$ cat src/design/ofd_pkg.sv
// Package: constants, encodings and register map of the operand field decoder
package ofd_pkg;
    // ************************************************************
    // Widths
    // ************************************************************
    localparam int INSN_W   = 16;
    localparam int BANK_W   = 4;
    localparam int TPTR_W   = 21;
    localparam int LATCH_W  = 8;
    localparam int FLAG_W   = 5;
    localparam int ADDR_W   = 12;
    localparam int PADDR_W  = 12;

    // ************************************************************
    // Register map (byte addresses) and reset values
    // ************************************************************
    localparam logic [11:0] OFF_BANK    = 12'h000;
    localparam logic [11:0] OFF_TPTR    = 12'h004;
    localparam logic [11:0] OFF_TLATCH  = 12'h008;
    localparam logic [11:0] OFF_FLAGS   = 12'h00c;
    localparam logic [11:0] OFF_DSTAT   = 12'h010;
    localparam logic [3:0]  RST_BANK    = 4'h0;
    localparam logic [20:0] RST_TPTR    = 21'h000000;
    localparam logic [7:0]  RST_TLATCH  = 8'h00;
    localparam logic [4:0]  RST_FLAGS   = 5'h00;
    localparam logic [3:0]  ACCESS_BANK = 4'h0;

    // ************************************************************
    // Status flag positions
    // ************************************************************
    localparam int FLG_CARRY = 0;
    localparam int FLG_HALF  = 1;
    localparam int FLG_ZERO  = 2;
    localparam int FLG_OVF   = 3;
    localparam int FLG_NEG   = 4;

    // ************************************************************
    // Opcode patterns
    // ************************************************************
    localparam logic [3:0]  OPC_MOVFF  = 4'hc;
    localparam logic [3:0]  OPC_SECOND = 4'hf;
    localparam logic [7:0]  OPC_GOTO   = 8'hef;
    localparam logic [6:0]  OPC_CALL   = 7'h76;
    localparam logic [7:0]  OPC_LDPTR  = 8'hee;
    localparam logic [14:0] OPC_RET    = 15'h0009;
    localparam logic [13:0] OPC_RETI   = 14'h0004;
    localparam logic [11:0] OPC_TBL    = 12'h000;

    // ************************************************************
    // Types
    // ************************************************************
    typedef enum logic [1:0] {
        TPM_NONE     = 2'h0,
        TPM_POST_INC = 2'h1,
        TPM_POST_DEC = 2'h2,
        TPM_PRE_INC  = 2'h3
    } ofd_tpmode_t;

    typedef enum logic [1:0] {
        ST_FIRST  = 2'h1,
        ST_SECOND = 2'h2
    } ofd_state_t;

    typedef enum logic [1:0] {
        PK_MOVFF = 2'h0,
        PK_LIT20 = 2'h1,
        PK_LDPTR = 2'h2
    } ofd_pend_t;
endpackage

$ cat src/design/ofd_table_pointer.sv
// Table pointer register with its four update modes
`timescale 1ns/1ps
module ofd_table_pointer (
    // Clock, reset, enable
    input  wire logic                      clk,
    input  wire logic                      rstn,
    input  wire logic                      ce,
    // Table operation request
    input  wire logic                      step,
    input  wire ofd_pkg::ofd_tpmode_t      mode,
    // Software load
    input  wire logic                      wr_en,
    input  wire logic [ofd_pkg::TPTR_W-1:0] wr_data,
    // Pointer and address used by the last operation
    output logic      [ofd_pkg::TPTR_W-1:0] ptr_ff,
    output logic      [ofd_pkg::TPTR_W-1:0] addr_ff
);
    logic [ofd_pkg::TPTR_W-1:0] nxt_ptr;
    logic [ofd_pkg::TPTR_W-1:0] nxt_addr;

    // Pre-increment uses the bumped pointer, the others the old one
    always_comb
    begin
        nxt_ptr  = ptr_ff;
        nxt_addr = ptr_ff;
        case (mode)
            ofd_pkg::TPM_POST_INC: nxt_ptr = ptr_ff + 21'h1;
            ofd_pkg::TPM_POST_DEC: nxt_ptr = ptr_ff - 21'h1;
            ofd_pkg::TPM_PRE_INC:
            begin
                nxt_ptr  = ptr_ff + 21'h1;
                nxt_addr = ptr_ff + 21'h1;
            end
            default: nxt_ptr = ptr_ff;
        endcase
    end

    // Pointer update; a table operation wins over a software load
    always_ff @(posedge clk or negedge rstn)
    begin
        if (!rstn)
            ptr_ff <= ofd_pkg::RST_TPTR;
        else if (ce && step)
            ptr_ff <= nxt_ptr;
        else if (ce && wr_en)
            ptr_ff <= wr_data;
    end

    // Program memory address presented for the operation
    always_ff @(posedge clk or negedge rstn)
    begin
        if (!rstn)
            addr_ff <= ofd_pkg::RST_TPTR;
        else if (ce && step)
            addr_ff <= nxt_addr;
    end
endmodule // ofd_table_pointer

$ cat src/design/ofd_decoder.sv
// Operand field decoder: field extraction, two-word sequencing, table unit, flags, APB registers
//
// Overview of operation
// - With the RAM access bit at 0 the RAM address uses the access bank, at 1 the bank select register.
// - The three-bit bit-position field selects one of bits 0 to 7 of the addressed 8-bit register.
// - The destination bit sends the result to the working accumulator at 0 and to the file register at 1.
// - The file field is an 8-bit register address, or a 2-bit indirect pointer selector for pointer loads.
// - The memory-to-memory move carries a 12-bit source and a 12-bit destination register address.
// - On calls and returns a fast bit of 1 uses the shadow registers and a 0 leaves them alone.
// - Table reads and writes apply no change, post-increment, post-decrement or pre-increment to the pointer.
// - The table pointer is 21 bits wide and table data passes through an 8-bit table latch.
// - Don't-care bits are ignored by the decoder and should be emitted as zero by code generators.
// - Indexed addressing uses a 7-bit source offset and a separate 7-bit destination offset.
// - Relative branch offsets are two's complement, call and goto targets are absolute.
// - Literals are extracted as 8-bit, 12-bit or 20-bit constants by instruction format.
// - The five status flags carry, half carry, zero, overflow and negative are kept and updated.
// - A second word has ones in its top four bits and behaves as a no-operation when run alone.
`timescale 1ns/1ps
module ofd_decoder (
    // Clock, reset, enable
    input  wire logic                        clk,
    input  wire logic                        rstn,
    input  wire logic                        ce,
    // APB slave
    input  wire logic                        psel,
    input  wire logic                        penable,
    input  wire logic                        pwrite,
    input  wire logic [ofd_pkg::PADDR_W-1:0] paddr,
    input  wire logic [31:0]                 pwdata,
    output logic      [31:0]                 prdata,
    output logic                             pready,
    output logic                             pslverr,
    // Instruction word from fetch
    input  wire logic                        insn_valid,
    input  wire logic [ofd_pkg::INSN_W-1:0]  insn,
    // Decoded fields
    output logic                             fields_valid,
    output logic                             nop_word,
    output logic                             second_err,
    output logic [ofd_pkg::ADDR_W-1:0]       ram_addr,
    output logic [7:0]                       file_addr,
    output logic                             dest_is_file,
    output logic [7:0]                       bit_sel,
    output logic [1:0]                       ptr_sel,
    output logic [ofd_pkg::ADDR_W-1:0]       src_addr12,
    output logic [ofd_pkg::ADDR_W-1:0]       dst_addr12,
    output logic [7:0]                       lit8,
    output logic [11:0]                      lit12,
    output logic [19:0]                      lit20,
    output logic [20:0]                      rel_long,
    output logic [20:0]                      rel_short,
    output logic                             fast_mode,
    output logic [6:0]                       src_offset,
    output logic [6:0]                       dst_offset,
    // Table transfer
    output logic                             tbl_req,
    output logic                             tbl_is_write,
    output logic [ofd_pkg::TPTR_W-1:0]       tbl_addr,
    input  wire logic                        tbl_rd_valid,
    input  wire logic [7:0]                  tbl_rd_data,
    output logic [ofd_pkg::LATCH_W-1:0]      table_latch,
    // Status flags
    input  wire logic [ofd_pkg::FLAG_W-1:0]  flag_we,
    input  wire logic [ofd_pkg::FLAG_W-1:0]  flag_in,
    output logic      [ofd_pkg::FLAG_W-1:0]  flags
);
    // ************************************************************
    // Declarations
    // ************************************************************
    ofd_pkg::ofd_state_t     state_ff;
    ofd_pkg::ofd_pend_t      pend_ff;
    logic [ofd_pkg::BANK_W-1:0] bank_ff;
    logic [ofd_pkg::TPTR_W-1:0] tptr;
    logic [11:0]             hold_ff;
    logic                    take;
    logic                    take2;
    logic                    is_second;
    logic                    is_movff;
    logic                    is_goto;
    logic                    is_call;
    logic                    is_ldptr;
    logic                    is_ret;
    logic                    is_tbl;
    logic                    two_word;
    logic                    apb_wr;
    logic                    apb_setup;
    logic                    addr_ok;
    logic [31:0]             nxt_prdata;

    // ************************************************************
    // Opcode recognition
    // ************************************************************
    // Don't-care bits take no part in any comparison below
    assign is_second = insn[15:12] == ofd_pkg::OPC_SECOND;
    assign is_movff  = insn[15:12] == ofd_pkg::OPC_MOVFF;
    assign is_goto   = insn[15:8] == ofd_pkg::OPC_GOTO;
    assign is_call   = insn[15:9] == ofd_pkg::OPC_CALL;
    assign is_ldptr  = insn[15:8] == ofd_pkg::OPC_LDPTR;
    assign is_ret    = (insn[15:1] == ofd_pkg::OPC_RET) || (insn[15:2] == ofd_pkg::OPC_RETI);
    assign is_tbl    = (insn[15:4] == ofd_pkg::OPC_TBL) && insn[3];
    assign two_word  = is_movff || is_goto || is_call || is_ldptr;
    assign take      = ce && insn_valid && (state_ff == ofd_pkg::ST_FIRST);
    assign take2     = ce && insn_valid && (state_ff == ofd_pkg::ST_SECOND);

    // ************************************************************
    // Two-word sequencing
    // ************************************************************
    // Waits for the second word after a two-word opcode
    always_ff @(posedge clk or negedge rstn)
    begin
        if (!rstn)
            state_ff <= ofd_pkg::ST_FIRST;
        else if (ce && insn_valid)
        begin
            case (state_ff)
                ofd_pkg::ST_FIRST:  state_ff <= two_word ? ofd_pkg::ST_SECOND : ofd_pkg::ST_FIRST;
                ofd_pkg::ST_SECOND: state_ff <= ofd_pkg::ST_FIRST;
                default:            state_ff <= ofd_pkg::ST_FIRST;
            endcase
        end
    end

    // Remembers the kind of first word and its low twelve bits
    always_ff @(posedge clk or negedge rstn)
    begin
        if (!rstn)
        begin
            pend_ff <= ofd_pkg::PK_MOVFF;
            hold_ff <= 12'h000;
        end
        else if (take)
        begin
            pend_ff <= is_movff ? ofd_pkg::PK_MOVFF : (is_ldptr ? ofd_pkg::PK_LDPTR : ofd_pkg::PK_LIT20);
            hold_ff <= insn[11:0];
        end
    end

    // One valid pulse per complete instruction, a lone second word is a no-operation
    always_ff @(posedge clk or negedge rstn)
    begin
        if (!rstn)
        begin
            fields_valid <= 1'b0;
            nop_word     <= 1'b0;
            second_err   <= 1'b0;
        end
        else if (ce)
        begin
            fields_valid <= (take && !two_word) || take2;
            nop_word     <= take && is_second;
            second_err   <= take2 && !is_second;
        end
    end

    // ************************************************************
    // First-word fields, all presented in parallel
    // ************************************************************
    always_ff @(posedge clk or negedge rstn)
    begin
        if (!rstn)
        begin
            ram_addr     <= 12'h000;
            file_addr    <= 8'h00;
            dest_is_file <= 1'b0;
            bit_sel      <= 8'h00;
            ptr_sel      <= 2'h0;
            src_addr12   <= 12'h000;
            lit8         <= 8'h00;
            rel_long     <= 21'h000000;
            rel_short    <= 21'h000000;
            fast_mode    <= 1'b0;
            src_offset   <= 7'h00;
        end
        else if (take)
        begin
            ram_addr     <= insn[8] ? {bank_ff, insn[7:0]} : {ofd_pkg::ACCESS_BANK, insn[7:0]};
            file_addr    <= insn[7:0];
            dest_is_file <= insn[9];
            bit_sel      <= 8'h01 << insn[11:9];
            ptr_sel      <= insn[5:4];
            src_addr12   <= insn[11:0];
            lit8         <= insn[7:0];
            rel_long     <= {{10{insn[10]}}, insn[10:0]};
            rel_short    <= {{13{insn[7]}}, insn[7:0]};
            fast_mode    <= (is_call && insn[8]) || (is_ret && insn[0]);
            src_offset   <= insn[6:0];
        end
    end

    // ************************************************************
    // Second-word fields; lit12 and lit20 also load from the first word
    // ************************************************************
    always_ff @(posedge clk or negedge rstn)
    begin
        if (!rstn)
        begin
            dst_addr12 <= 12'h000;
            lit12      <= 12'h000;
            lit20      <= 20'h00000;
            dst_offset <= 7'h00;
        end
        else if (take)
        begin
            lit12 <= insn[11:0];
            lit20 <= {12'h000, insn[7:0]};
        end
        else if (take2)
        begin
            dst_addr12 <= insn[11:0];
            dst_offset <= insn[6:0];
            if (pend_ff == ofd_pkg::PK_LDPTR)
                lit12 <= {hold_ff[3:0], insn[7:0]};
            if (pend_ff == ofd_pkg::PK_LIT20)
                lit20 <= {insn[11:0], hold_ff[7:0]};
        end
    end

    // ************************************************************
    // Table unit
    // ************************************************************
    ofd_table_pointer u_table_pointer (
        .clk     (clk),
        .rstn    (rstn),
        .ce      (ce),
        .step    (take && is_tbl),
        .mode    (ofd_pkg::ofd_tpmode_t'(insn[1:0])),
        .wr_en   (apb_wr && (paddr == ofd_pkg::OFF_TPTR)),
        .wr_data (pwdata[20:0]),
        .ptr_ff  (tptr),
        .addr_ff (tbl_addr)
    );

    // Table request pulse and direction
    always_ff @(posedge clk or negedge rstn)
    begin
        if (!rstn)
        begin
            tbl_req      <= 1'b0;
            tbl_is_write <= 1'b0;
        end
        else if (ce)
        begin
            tbl_req      <= take && is_tbl;
            tbl_is_write <= take && is_tbl ? insn[2] : tbl_is_write;
        end
    end

    // Table latch: memory read data wins over a software write
    always_ff @(posedge clk or negedge rstn)
    begin
        if (!rstn)
            table_latch <= ofd_pkg::RST_TLATCH;
        else if (ce && tbl_rd_valid)
            table_latch <= tbl_rd_data;
        else if (apb_wr && (paddr == ofd_pkg::OFF_TLATCH))
            table_latch <= pwdata[7:0];
    end

    // ************************************************************
    // Status flags
    // ************************************************************
    // Each flag follows its input while its write enable is high
    always_ff @(posedge clk or negedge rstn)
    begin
        if (!rstn)
            flags <= ofd_pkg::RST_FLAGS;
        else if (ce)
            flags <= (flags & ~flag_we) | (flag_in & flag_we);
    end

    // ************************************************************
    // APB slave
    // ************************************************************
    assign apb_setup = ce && psel && !penable;
    assign apb_wr    = ce && psel && penable && pwrite;
    assign pready    = ce;
    assign addr_ok   = (paddr == ofd_pkg::OFF_BANK) || (paddr == ofd_pkg::OFF_TPTR) ||
                       (paddr == ofd_pkg::OFF_TLATCH) || (paddr == ofd_pkg::OFF_FLAGS) ||
                       (paddr == ofd_pkg::OFF_DSTAT);
    assign pslverr   = psel && penable && !addr_ok;

    // Bank select register steers banked RAM addresses
    always_ff @(posedge clk or negedge rstn)
    begin
        if (!rstn)
            bank_ff <= ofd_pkg::RST_BANK;
        else if (apb_wr && (paddr == ofd_pkg::OFF_BANK))
            bank_ff <= pwdata[3:0];
    end

    // Read mux, unmapped addresses read as zero
    always_comb
    begin
        nxt_prdata = 32'h00000000;
        if (paddr == ofd_pkg::OFF_BANK)
            nxt_prdata = {28'h0000000, bank_ff};
        else if (paddr == ofd_pkg::OFF_TPTR)
            nxt_prdata = {11'h000, tptr};
        else if (paddr == ofd_pkg::OFF_TLATCH)
            nxt_prdata = {24'h000000, table_latch};
        else if (paddr == ofd_pkg::OFF_FLAGS)
            nxt_prdata = {27'h0000000, flags};
        else if (paddr == ofd_pkg::OFF_DSTAT)
            nxt_prdata = {28'h0000000, second_err, nop_word, state_ff};
    end

    // Read data captured in the setup cycle
    always_ff @(posedge clk or negedge rstn)
    begin
        if (!rstn)
            prdata <= 32'h00000000;
        else if (apb_setup)
            prdata <= nxt_prdata;
    end
endmodule // ofd_decoder

$ cat config.mk
export PLATFORM = sky130hd
export DESIGN_NAME = ofd_decoder
export DESIGN_NICKNAME = d
export VERILOG_FILES = /design/src/design/ofd_pkg.sv /design/src/design/ofd_table_pointer.sv /design/src/design/ofd_decoder.sv
export SDC_FILE = /design/constraint.sdc
export NUM_CORES = 1
export LEC_CHECK = 0
export BUFFER_PORTS_ARGS = -buffer_cell sky130_fd_sc_hd__buf_2
export CAP_MARGIN = 20
export CORE_MARGIN = 2
export CORE_UTILIZATION = 25
export CTS_BUF_LIST = sky130_fd_sc_hd__clkbuf_8
export DETAILED_ROUTE_END_ITERATION = 12
export HOLD_SLACK_MARGIN = 0.1
export PLACE_DENSITY = 0.52
export SETUP_SLACK_MARGIN = 0.5
export SYNTH_ARGS = -nofsm -noshare
export SYNTH_HDL_FRONTEND = slang
export SYNTH_HIERARCHICAL = 1
export SYNTH_SLANG_ARGS = --single-unit
$ cat constraint.sdc
create_clock -name clk -period 5.65 [get_ports clk]
set_input_delay 0.8475 -clock clk [delete_from_list [all_inputs] [get_ports clk]]
set_output_delay 0.8475 -clock clk [all_outputs]
set_load 0.02 [all_outputs]
# Yosys cells after proc, flatten, opt, wreduce, memory -nomap -nowiden
# Index checks and enable logic that the tools add are counted.
[word_totals]
register_bits = 221
input_bits = 86
output_inout_bits = 225
wordCells = 125
[op_classes]
n_addsub = 2
n_eq_ne = 19
n_shift = 1
muxes = 22
n_bitwise = 5
reduce_logical = 49
[ops]
columns = ["op", "count"]
rows = [
  ["$mux W21", 5],
  ["$mux W20", 3],
  ["$mux W12", 4],
  ["$pmux W21 S2", 1],
  ["$eq A12 B4 Y1 const B", 2],
  ["$logic_not A12 Y1", 2],
  ["$mux W8", 3],
  ["$logic_and A1 B1 Y1", 22],
  ["$add A21 B1 Y21 const B", 1],
  ["$sub A21 B1 Y21 const B", 1],
  ["$eq A8 B8 Y1 const B", 2],
  ["$eq A15 B4 Y1 const B", 1],
  ["$eq A14 B3 Y1 const B", 1],
  ["$eq A12 B3 Y1 const B", 1],
  ["$eq A12 B5 Y1 const B", 1],
  ["$and A5 B5 Y5", 2],
  ["$logic_or A1 B1 Y1", 10],
  ["$reduce_and A2 Y1", 5],
  ["$reduce_bool A2 Y1", 5],
  ["$eq A2 B2 Y1 const B", 4],
  ["$eq A4 B4 Y1 const B", 2],
  ["$mux W2", 4],
  ["$shl A1 B3 Y8 const A", 1],
  ["$eq A7 B7 Y1 const B", 1],
  ["9 further kinds", 14],
]

# Depth between registers and ports, before layout
# Gate-level depths: netlist of the first run.
[depth]
word_depth = 7
mapped_depth = 11
mapped_depth_nobuf = 8

# Cells and area by module
# The synthesis of the first run kept the hierarchy.
[modules_own_cells]
columns = ["module", "instances", "cells_per_inst", "area_per_inst_um2", "seq_area_each_um2"]
rows = [
  ["ofd_decoder", 1, 553, 5840.6, 2904.0],
  ["ofd_table_pointer", 1, 377, 3026.7, 1051.0],
]

# Worst setup path before layout of the first run
# OpenSTA, ideal clock, no wires.
[synth_timing]
kind = "input port to flip-flop"
start = "input port insn[8] in the netlist's numbering"
end = "register u_table_pointer/ptr_ff[17] in the netlist's numbering"
setup_time_ns = 0.136
arrival_time_ns = 3.104
required_ns = 5.514
slack_ns = 2.409
path_stages = 9
n_path_buf = 2
cell_sequence = "buf_2 -> or4_1 -> nor2_1 -> and4b_1 -> nor2b_1 -> o21ai_0 -> clkbuf_1 -> a2111oi_0 -> or3b_2"
[synth_between]
elab_chain_cells = 6
elab_cells_between_ends = 8
[synth_lines]
columns = ["item", "line", "source"]
rows = [
  ["from (decl)", "ofd_decoder.sv:35", "input wire logic [ofd_pkg::INSN_W-1:0] insn,"],
  ["$logic_not A12 Y1 (*)", "ofd_decoder.sv:100", "assign is_tbl = (insn[15:4] == ofd_pkg::OPC_TBL) && insn[3];"],
  ["$logic_and A1 B1 Y1 (*)", "ofd_decoder.sv:100", ""],
  ["$logic_and A1 B1 Y1 (*)", "ofd_decoder.sv:225", ".step (take && is_tbl),"],
  ["$logic_and A1 B1 Y1 (*)", "ofd_table_pointer.sv:43", "else if (ce && step)"],
  ["$ne A3 B3 Y1 (no source line) / $reduce_bool A2 Y1 (equally long branches)", "--", ""],
  ["$reduce_and A2 Y1 (no source line)", "--", ""],
  ["to (signal assigned)", "ofd_table_pointer.sv:42", "ptr_ff <= ofd_pkg::RST_TPTR;"],
  ["to (signal assigned)", "ofd_table_pointer.sv:44", "ptr_ff <= nxt_ptr;"],
  ["to (signal assigned)", "ofd_table_pointer.sv:46", "ptr_ff <= wr_data;"],
  ["to (decl)", "ofd_table_pointer.sv:15", "output logic [ofd_pkg::TPTR_W-1:0] ptr_ff,"],
]
# Every way passes the cells marked *; elsewhere a longest branch is shown, timed or not.
# A chain may end at the register's enable or synchronous reset.

# Final worst setup path of the first run
[layout_timing]
start = "register state_ff[0]"
end = "register u_table_pointer/ptr_ff[14] in the netlist's numbering"
[layout_between]
elab_chain_cells = 6
elab_cells_between_ends = 8
[layout_lines]
columns = ["item", "line", "source"]
rows = [
  ["from (decl)", "ofd_decoder.sv:70", "ofd_pkg::ofd_state_t state_ff;"],
  ["from (signal assigned)", "ofd_decoder.sv:112", "state_ff <= ofd_pkg::ST_FIRST;"],
  ["from (signal assigned)", "ofd_decoder.sv:116", "ofd_pkg::ST_FIRST: state_ff <= two_word ? ofd_pkg::ST_SECOND : ofd_pkg::ST_FIRST;"],
  ["from (signal assigned)", "ofd_decoder.sv:117", "ofd_pkg::ST_SECOND: state_ff <= ofd_pkg::ST_FIRST;"],
  ["$eq A2 B1 Y1 (*)", "ofd_decoder.sv:102", "assign take = ce && insn_valid && (state_ff == ofd_pkg::ST_FIRST);"],
  ["$logic_and A1 B1 Y1 (*)", "ofd_decoder.sv:102", ""],
  ["$logic_and A1 B1 Y1 (*)", "ofd_decoder.sv:225", ""],
  ["$logic_and A1 B1 Y1 (*)", "ofd_table_pointer.sv:43", ""],
  ["$ne A3 B3 Y1 (no source line) / $reduce_bool A2 Y1 (equally long branches)", "--", ""],
  ["$reduce_and A2 Y1 (no source line)", "--", ""],
]
# Marked as above.

==> metrics, run 1 <==
status=complete, no violations; period utilization=63.8%; area of the multi-input gates=3920 um^2; Synth top area share=44.3%; r2r startpoint=state_ff[0]; Synth top cells by count=157 x dfrtp_1, 155 x nand2_1, 100 x buf_4; CTS Sinks=~160; P_leak=5.04 nW; core area=34700 um^2; hold crit path type=in -> async; Final Util=30.2%; first-pass GRT wire length=43800 um; nets@finish=between 1000 and 1500; Yosys top cell by area=dfrtp_1; # H-tree levels=4; final wirelength=between 20000 and 30000 um; Mapped Area=8870 um^2; Max Fclk=277 MHz; post_cts resized=0; Seq/Total Area, Yosys=about 45%; CP required=6000 ps; postcts setup bufs=0; initial antenna violation count=1; number of global-route vias before repair=7120; most frequent cell after synthesis=dfrtp_1; clock share of power=between 30 and 40%; clock slew at reported path FFs=100 ps; Post-DRT Antenna Nets=0; root buf cell=clkbuf_8; Power, Total=roughly 2.8 mW; Synth Flop Type=dfrtp_1; sw frac=34.8%; #FFs+latches synth=about 160; largest net degree at the start of global routing=63; Tot GR Track Use=15.7%; synth top area cells=dfrtp_1 44%, buf_4 8.5%, nand2_1 6.6%; worst slew pin tran=1060 ps; IO Port Bufs=between 200 and 300; Synth cell types=76; sequential power share=45.3%; Setup TNS Final=0 ps; via/cell ratio=4.77; Switch Pwr=slightly below 1 mW; grt ovf=0; drt initial violations=428; Finished Layout Cells=1576; CTS tree=built; Post-Synthesis Cells=930; CTS buffer count=17; Residual DRC=0; Skew-Pair Late Insertion Delay=480 ps; post-DP HPWL=21100 um; I/O pins=311; max_cap viols=0; Post-synth EDFFs=0; Die Width=192 um; Critical Path End Type=flip-flop; RSZ-0062 raised after global routing=no; CTS max path bufs=2; Reg area=3960 um^2; routability cong.=about 0.81; Tmin final=3610 ps; Rel. slew slack=28.5%; Die H=192 um; layout cells sized above 1=a little under two fifths; Clock Skews=18.9 ps; fillers=3700; Worst VDD drop=197 uV; routed vias=7517; Crit Path Category=reg -> reg; P&R area growth vs syn=18.1%; Ys Warns=6; internal power=approximately 1.8 mW; crit path from=state_ff[0]; Final Max Slew Viols=0; Critical Path Start Type=flip-flop; Initial Util=approximately a quarter; die area=between 30000 and 40000 um^2; Cell Pwr Density=269 nW/um^2; final setup vio count=0; Worst Path Max Fanout=18; CP arrival=3960 ps; Synth async-reset ratio=100%; placed insts=1541; row cnt=68; WL/cell=18.3 um; final count of hold timing violations=0; logic gate share of total power=22.4%; DR pass1 iterations=4; mean post-synth cell area=9.53 um^2; hold-fix buffers at CTS=0
## kinds of logic (layout without fill, tap and decap cells)
family	count (synthesis)	in the layout	share of synthesized area (%)
adder cells (fa/ha/maj)	2	2	0.282
AND/OR/NAND/NOR	332	332	19.6
flip-flops	158	158	44.6
buffers and inverters	169	349	11.8
other	1	12	0.0423
AO/OA/AOI/OAI	185	185	14.0
XOR/XNOR	24	24	2.37
multiplexers	59	59	7.34
## final timing paths
path                                               to  slack, ps  depth (start not counted)
setup / recovery           u_table_pointer/ptr_ff[14]       2040                          8
min in group clk           u_table_pointer/addr_ff[0]        480                          2
setup reg to reg           u_table_pointer/ptr_ff[14]       2040                          8
hold reg to reg            u_table_pointer/addr_ff[0]        480                          2
hold / removal             u_table_pointer/addr_ff[7]        360                          1
max in group asynchronous                    lit12[6]       4170                          2
## metal layers
layer  up-vias  GRT usage (%)  share of wire [%]
li1       3548              -                  -
met1      3671           20.4                 44
met2       279           26.3                 48
met3        17           3.71                6.5
met4         2           3.96                1.2
met5         -              0              0.038
## power groups by stage
| stage | combinational (mW) | sequential (mW) | clock [mW] |
|---|---|---|---|
| after detailed placement | 0.641 | 1.30 | 0 |
| after global routing | 0.694 | 1.29 | 0.989 |
| after floorplan | 0.427 | 1.38 | 0 |
| final | 0.632 | 1.28 | 0.909 |
| after global placement | 0.642 | 1.30 | 0 |
| after CTS | 0.641 | 1.28 | 0.955 |
## critical path: stages (launching register included)
cell	delay (ps)
dfstp_2	580
nand4b_1	120
nor4_1	530
and4b_1	670
nor2b_1	170
o21ai_2	680
buf_4	330
nor4_1	70
a311o_1	320
## layout by cell type (no fill, tap or decap), drive strengths merged, types with 6 or more instances in the layout
cell,count
a21o,7
nor2,27
nor4,16
dfrtp,157
nor3,29
o31ai,11
and3,9
a22o,18
conb,11
nor3b,9
nand4,12
xor2,11
a211oi,7
mux2,48
nand2,156
o21ai,65
or3,6
clkbuf,21
xnor2,13
nand3,27
inv,18
mux2i,11
buf,301
nand3b,7
and2,7
a21oi,24
or4,7
a31oi,10
## state kept, by name, indices dropped and copies added (netlist names), 2 cells and up, named ones only
name	flops
bank_ff	4
bit_sel	8
dst_addr12	12
lit12	12
lit20	20
pend_ff	2
prdata	21
ram_addr	12
src_addr12	4
state_ff	2
table_latch	8
u_table_pointer/addr_ff	21
u_table_pointer/ptr_ff	21
## per-stage QoR
stage	cell area (um^2)	hold WS, ps	setup slack [ps]
2_1_floorplan	8900	461	2410
3_3_place_gp	10000	458	1580
3_5_place_dp	10000	465	1520
4_1_cts	10400	333	1980
5_1_grt	10500	365	1670
6_report	10500	363	2040
## final cells by class
class	instances	share of cell area, %
Multi-Input combinational cell	613	37.4
Sequential cell	158	37.8
Tap cell	455	5.44
Antenna cell	1	0.0239
Clock inverter	12	1.29
Timing Repair Buffer	302	14.9
Inverter	15	0.538
Clock buffer	20	2.63
Note: power is estimated with default switching activity, not from simulation.
==> run 2: changes to the inputs <==
ABC_AREA = 1   (was default)
PLACE_DENSITY = 0.53   (was 0.52)
clock period = 3.12 ns   (was 5.65 ns; I/O delays follow)
==> run 2 against run 1 <==
Effect of this change: power is 86% higher; worst setup slack got worse by 1300 ps; flip-flop and latch count unchanged; sequential share of layout area is 0.79 points lower; synthesized cell count grew 23%; maximum frequency rose by 52%; area after synthesis up 1.5%; critical endpoint is now u_table_pointer/ptr_ff[2].
==> metrics, run 2 <==
Synth cell types=47; Top Usage Layer GRT=met2; DR pass1 iterations=5; Residual DRC=0; largest net degree at the start of global routing=62; WL/cell=about 17 um; Synth async-reset ratio=between 90% and 100%; CP max-delay cell=dfstp_2; routing usage on met2=between 20 and 30%; reg2reg end=u_table_pointer/ptr_ff[2]; Initial Util=between 20 and 30%; routed vias=8319; met1 usage=19.7%; Seq/Total Area, Yosys=between 40% and 50%; CTS max path bufs=2; Post-DRT Antenna Nets=0; max_cap viols=0; #FFs+latches synth=158; number of global-route vias before repair=around 7900; final count of hold timing violations=0; Crit. path cell count=14; Synth top cells by count=294 x nand2_1, 157 x dfrtp_1, 103 x nand3_1; most frequent cells in the layout=293 x nand2_1, 287 x buf_2, 157 x dfrtp_1; Final Max Slew Viols=0; worst slew pin tran=790 ps; I/O pins=311; Synth Flop Type=dfrtp_1; P&R area growth vs syn=18.8%; status=complete, no violations; Ys Warns=6; Setup TNS Final=0 ps; Rel. slew slack=a little under half; Yosys top cell by area=dfrtp_1; hold crit path type=in -> reg; Skew-Pair Late Insertion Delay=approximately 500 ps; path depth of the worst reg2reg path=14; drt initial violations=533; Die Width=194 um; Die H=194 um; via/cell ratio=4.60; Crit Path Category=reg -> reg; fillers=3858; root buf cell=clkbuf_8; most frequent cell after synthesis=nand2_1; M3 GR Usage=3.06%; CTS tree=built; largest registers=prdata x21, u_table_pointer/addr_ff x21, u_table_pointer/ptr_ff x21; Cell Pwr Density=491 nW/um^2; cell mode on critical path=nand2_1; IO Port Bufs=around 290; r2r startpoint=state_ff[0]; nets@finish=1425; Synth top area share=43.7%; clock slew at reported path FFs=approximately 100 ps; initial antenna violation count=1; Worst VDD drop=425 uV; layout cells sized above 1=29.1%; Max Fclk=approximately 420 MHz; row cnt=69; Crit path buffers/inverters=5; CP required=3550 ps; die area=37500 um^2; RSZ-0062 raised after global routing=no; R2R setup slack=750 ps; post-DP HPWL=22800 um; CTS buffer count=17; # H-tree levels=4; Hold Crit Start=flag_we[2]; cell family with most CP delay=buffers and inverters; Post-synth EDFFs=0; core area=35500 um^2; first-pass GRT wire length=approximately 46000 um; Post-Synthesis Cells=1140; final wirelength=30400 um; CTS Sinks=between 150 and 200; critical path's largest stage delay=590 ps; final setup vio count=0; Hold Path Depth=2; Critical Path End Type=flip-flop; P_leak=5.70 nW; Power, Total=5.25 mW; routability cong.=0.881; mean post-synth cell area=7.89 um^2; CP arrival=2800 ps; Worst Path Max Fanout=22; leading cell type in the layout, fill and taps excluded=nand2_1; Critical Path Start Type=flip-flop; grt ovf=0; ANT cells=0; Clock Skews=21.3 ps; Tot GR Track Use=16.0%; Mapped Area=around 9000 um^2; worst-path cell chain=nand2_1 > nor2_2 > nand2_1 > nor3_2 > nand2_2 > inv_2 > nand2_1 > buf_4 > clkinv_1 > buf_12 > o21ai_0 > a21oi_1 > o22ai_1 > inv_1; Tmin final=2370 ps; period utilization=76.1%; synth top area cells=dfrtp_1 44%, nand2_1 12%, buf_4 8.5%
[run 2: cells by family (layout without fill, tap and decap cells)]
| group | Yosys count | after routing | share of synthesized area (%) |
|---|---|---|---|
| adders and majority gates | 2 | 2 | 0.278 |
| xor gates and xnor gates | 16 | 16 | 1.56 |
| and+or+nand+nor | 540 | 540 | 26.7 |
| DFF | 158 | 158 | 44.0 |
| other | 1 | 11 | 0.0417 |
| muxes | 10 | 10 | 1.21 |
| AOI/OAI and AO/OA | 183 | 183 | 11.8 |
| buffers and inverters | 230 | 429 | 14.5 |
[run 2: timing repair]
| item | 4_1_cts | 5_1_grt |
|---|---|---|
| setup endpoints to repair | 0 | 20 |
| resized for setup | 0 | 4 |
| endpoints found under the hold margin | 57 | 0 |
| hold buffers | 1 | 0 |
| setup buffers | 0 | 1 |
[run 2: routing by layer]
layer / share of wire [%] / wire length [um]
met5: 0 / 0
met4: 1.5 / 455
met3: 6.0 / 1820
met2: 50 / 15100
met1: 43 / 13000
[run 2: cell type report]
type	instances	area, um^2	share of cell area, %
clock buffers	17	234	2.19
clock inverters	14	143	1.33
inverters	85	324	3.03
multi-input cells	762	3780	35.3
flip-flops and latches	158	3960	37.0
well taps	461	577	5.39
repair buffers	313	1680	15.7
[run 2: how the worst max path moves through the flow]
stage	start	end
after floorplan	state_ff[0]	u_table_pointer/ptr_ff[12]
after global placement	insn[10]	u_table_pointer/ptr_ff[2]
after detailed placement	insn[9]	u_table_pointer/ptr_ff[2]
after CTS	state_ff[0]	u_table_pointer/ptr_ff[2]
after global routing	state_ff[0]	u_table_pointer/ptr_ff[8]
final	state_ff[0]	u_table_pointer/ptr_ff[2]
[run 2: worst reg2reg max path: stages, from the launching register on]
cell and delay, ps:
dfstp_2 590, nand2_1 80, nor2_2 140, nand2_1 130, nor3_2 150, nand2_2 110, inv_2 100, nand2_1 70
buf_4 200, clkinv_1 150, buf_12 190, o21ai_0 110, a21oi_1 130, o22ai_1 80, inv_1 70
[run 2: power by group]
part | switching (mW) | total [mW] | internal [mW]
registers | 0.159 | 2.37 | 2.21
logic | 0.916 | 1.32 | 0.408
clock network | 0.845 | 1.55 | 0.705
total | 1.92 | 5.25 | 3.33
[run 2: metrics by stage]
step                      hold slack, ps  util, %  worst slack, ps  instances  instance area [um^2]
final                                162     30.1              746       1810                 10700
after global routing                 156     30.1              536       1810                 10700
after CTS                            121     30.0              552       1808                 10600
after detailed placement             461     28.9              340       1776                 10300
after global placement               460     28.9              386       1776                 10300
after floorplan                      172        -             1090       1150                  9040
==> run 3: changes to the inputs <==
clock period = 2.1 ns   (was 3.12 ns; I/O delays follow)
==> run 3 against run 2 <==
Effect of this change: final cell count grew 6.2%; combinational power is 74% higher; sequential power is 49% higher; flip-flop and latch count stayed put; first-iteration DRC count fell by 15%; critical path type unchanged; largest cell class is now multi-input combinational cells.
==> metrics, run 3 (synthesis gave the netlist of run 2 again) <==
Finished Layout Cells=1923; largest registers=prdata x21, u_table_pointer/addr_ff x21, u_table_pointer/ptr_ff x21; routability cong.=0.881; P&R area growth vs syn=40.4%; M3 GR Usage=3.60%; grt ovf=0; Skew-Pair Late Insertion Delay=490 ps; # H-tree levels=4; Power, Total=8.11 mW; routing usage on met2=just under 30%; I/O pins=between 300 and 400; clock slew at reported path FFs=100 ps; Final Max Slew Viols=0; P_leak=6.53 nW; drt initial violations=455; leading cell type in the layout, fill and taps excluded=buf_2; Final Util=between 30% and 40%; final hold slack=between 100 and 150 ps; Max Fclk=around 500 MHz; Critical Path End Type=flip-flop; Final WS setup=between 40 and 50 ps; IO Port Bufs=around 290; max_cap viols=0; Tmin final=2060 ps; CTS max path bufs=2; status=complete, no violations; most frequent cells in the layout=283 x buf_2, 271 x nand2_1, 147 x dfrtp_1; final wirelength=33200 um; core area=35500 um^2; CP required=between 2000 and 3000 ps; largest net degree at the start of global routing=between 50 and 60; Cell Pwr Density=about 640 nW/um^2; number of global-route vias before repair=8308; initial antenna violation count=0; die area=37500 um^2; Post-DRT Antenna Nets=0; root buf cell=clkbuf_8; Die Width=194 um; final count of hold timing violations=0; Critical Path Start Type=flip-flop; WL/cell=approximately 17 um; RSZ-0062 raised after global routing=yes; Worst VDD drop=449 uV; final setup vio count=0; row cnt=69; Residual DRC=0; routed vias=8882; nets@finish=1537; Tot GR Track Use=between 15 and 20%; Top Usage Layer GRT=met2; ANT cells=0; Rel. slew slack=between 50% and 60%; Initial Util=25.4%; Die H=194 um; CTS Sinks=158; DR pass1 iterations=5; placed insts=1826; Crit Path Category=reg -> reg; CTS tree=built; Place WS=-74.4 ps; layout cells sized above 1=between 40 and 50%; Clock Skews=20.8 ps; CP arrival=2460 ps; period utilization=97.9%; hold crit path type=in -> reg; CTS buffer count=17; R2R setup slack=40 ps; first-pass GRT wire length=between 40000 and 50000 um; Worst Path Max Fanout=2; via/cell ratio=between 4 and 5; met1 usage=20.6%; post-DP HPWL=~24000 um; worst slew pin tran=648 ps
[run 3: changes by cell type in the layout (fill, tap and decap cells not counted), sizes merged]
cell	before	now
bufbuf	0	1
dlygate4sd3	1	16
nand2	303	304
inv	86	89
bufinv	2	1
clkinv	8	11
clkinvlp	3	0
clkbuf	18	20
buf	311	403
[run 3: power by group]
part / internal (mW) / switching (mW)
Combinational: 0.811 / 1.48
Sequential: 3.29 / 0.246
Clock: 0.959 / 1.31
Total: 5.06 / 3.04
[run 3: layout make-up]
class | instances | area (um^2)
Fill cell | 3661 | 22800
Timing Repair Buffer | 423 | 2950
Tap cell | 461 | 577
Multi-Input combinational cell | 763 | 4360
Clock inverter | 15 | 136
Sequential cell | 158 | 3970
Inverter | 85 | 398
Timing Repair inverter | 1 | 8.76
Clock buffer | 17 | 234
[run 3: timing repair]
item	CTS	global route
buffers inserted	12	28
cloned	5	4
gates resized for setup	72	142
endpoints found under the hold margin	60	0
hold buffers	16	0
pin swaps	15	25
endpoints found under the setup margin	113	126
[run 3: routing by layer]
| metal | vias to the layer above | share of wire (%) | routed length [um] |
|---|---|---|---|
| met5 | - | 0 | 0 |
| met4 | 0 | 2.1 | 706 |
| met3 | 40 | 5.9 | 1980 |
| met2 | 334 | 51 | 16900 |
| met1 | 4266 | 41 | 13600 |
| li1 | 4242 | - | - |
[run 3: worst paths after layout]
| check | start | endpoint | cells after the start |
|---|---|---|---|
| worst max-delay path | state_ff[0] | lit20[3] | 13 |
| worst min-delay path | pwdata[15] | u_table_pointer/ptr_ff[15] | 3 |
| worst max register to register | state_ff[0] | lit20[3] | 13 |
| worst min register to register | prdata[18] | prdata[18] | 2 |
| max in group asynchronous | rstn | state_ff[0] | 3 |
| min in group asynchronous | rstn | u_table_pointer/ptr_ff[19] | 2 |
[run 3: worst max-delay path: stages (launching register included)]
cell and delay, ps:
dfstp_2 560, nand2_2 70, nor2_4 130, nand2_4 70, buf_4 140, buf_6 100, buf_4 120, buf_4 120
buf_6 100, buf_4 110, buf_4 110, buf_4 120, buf_6 110, a31oi_1 110
[run 3: through the flow]
step                      cell area (um^2)  TNS (ps)
after floorplan                       9170         0
after global placement               10800     -1590
after detailed placement             10800      -616
after CTS                            11800         0
after global routing                 12600     -38.8
final                                12600         0
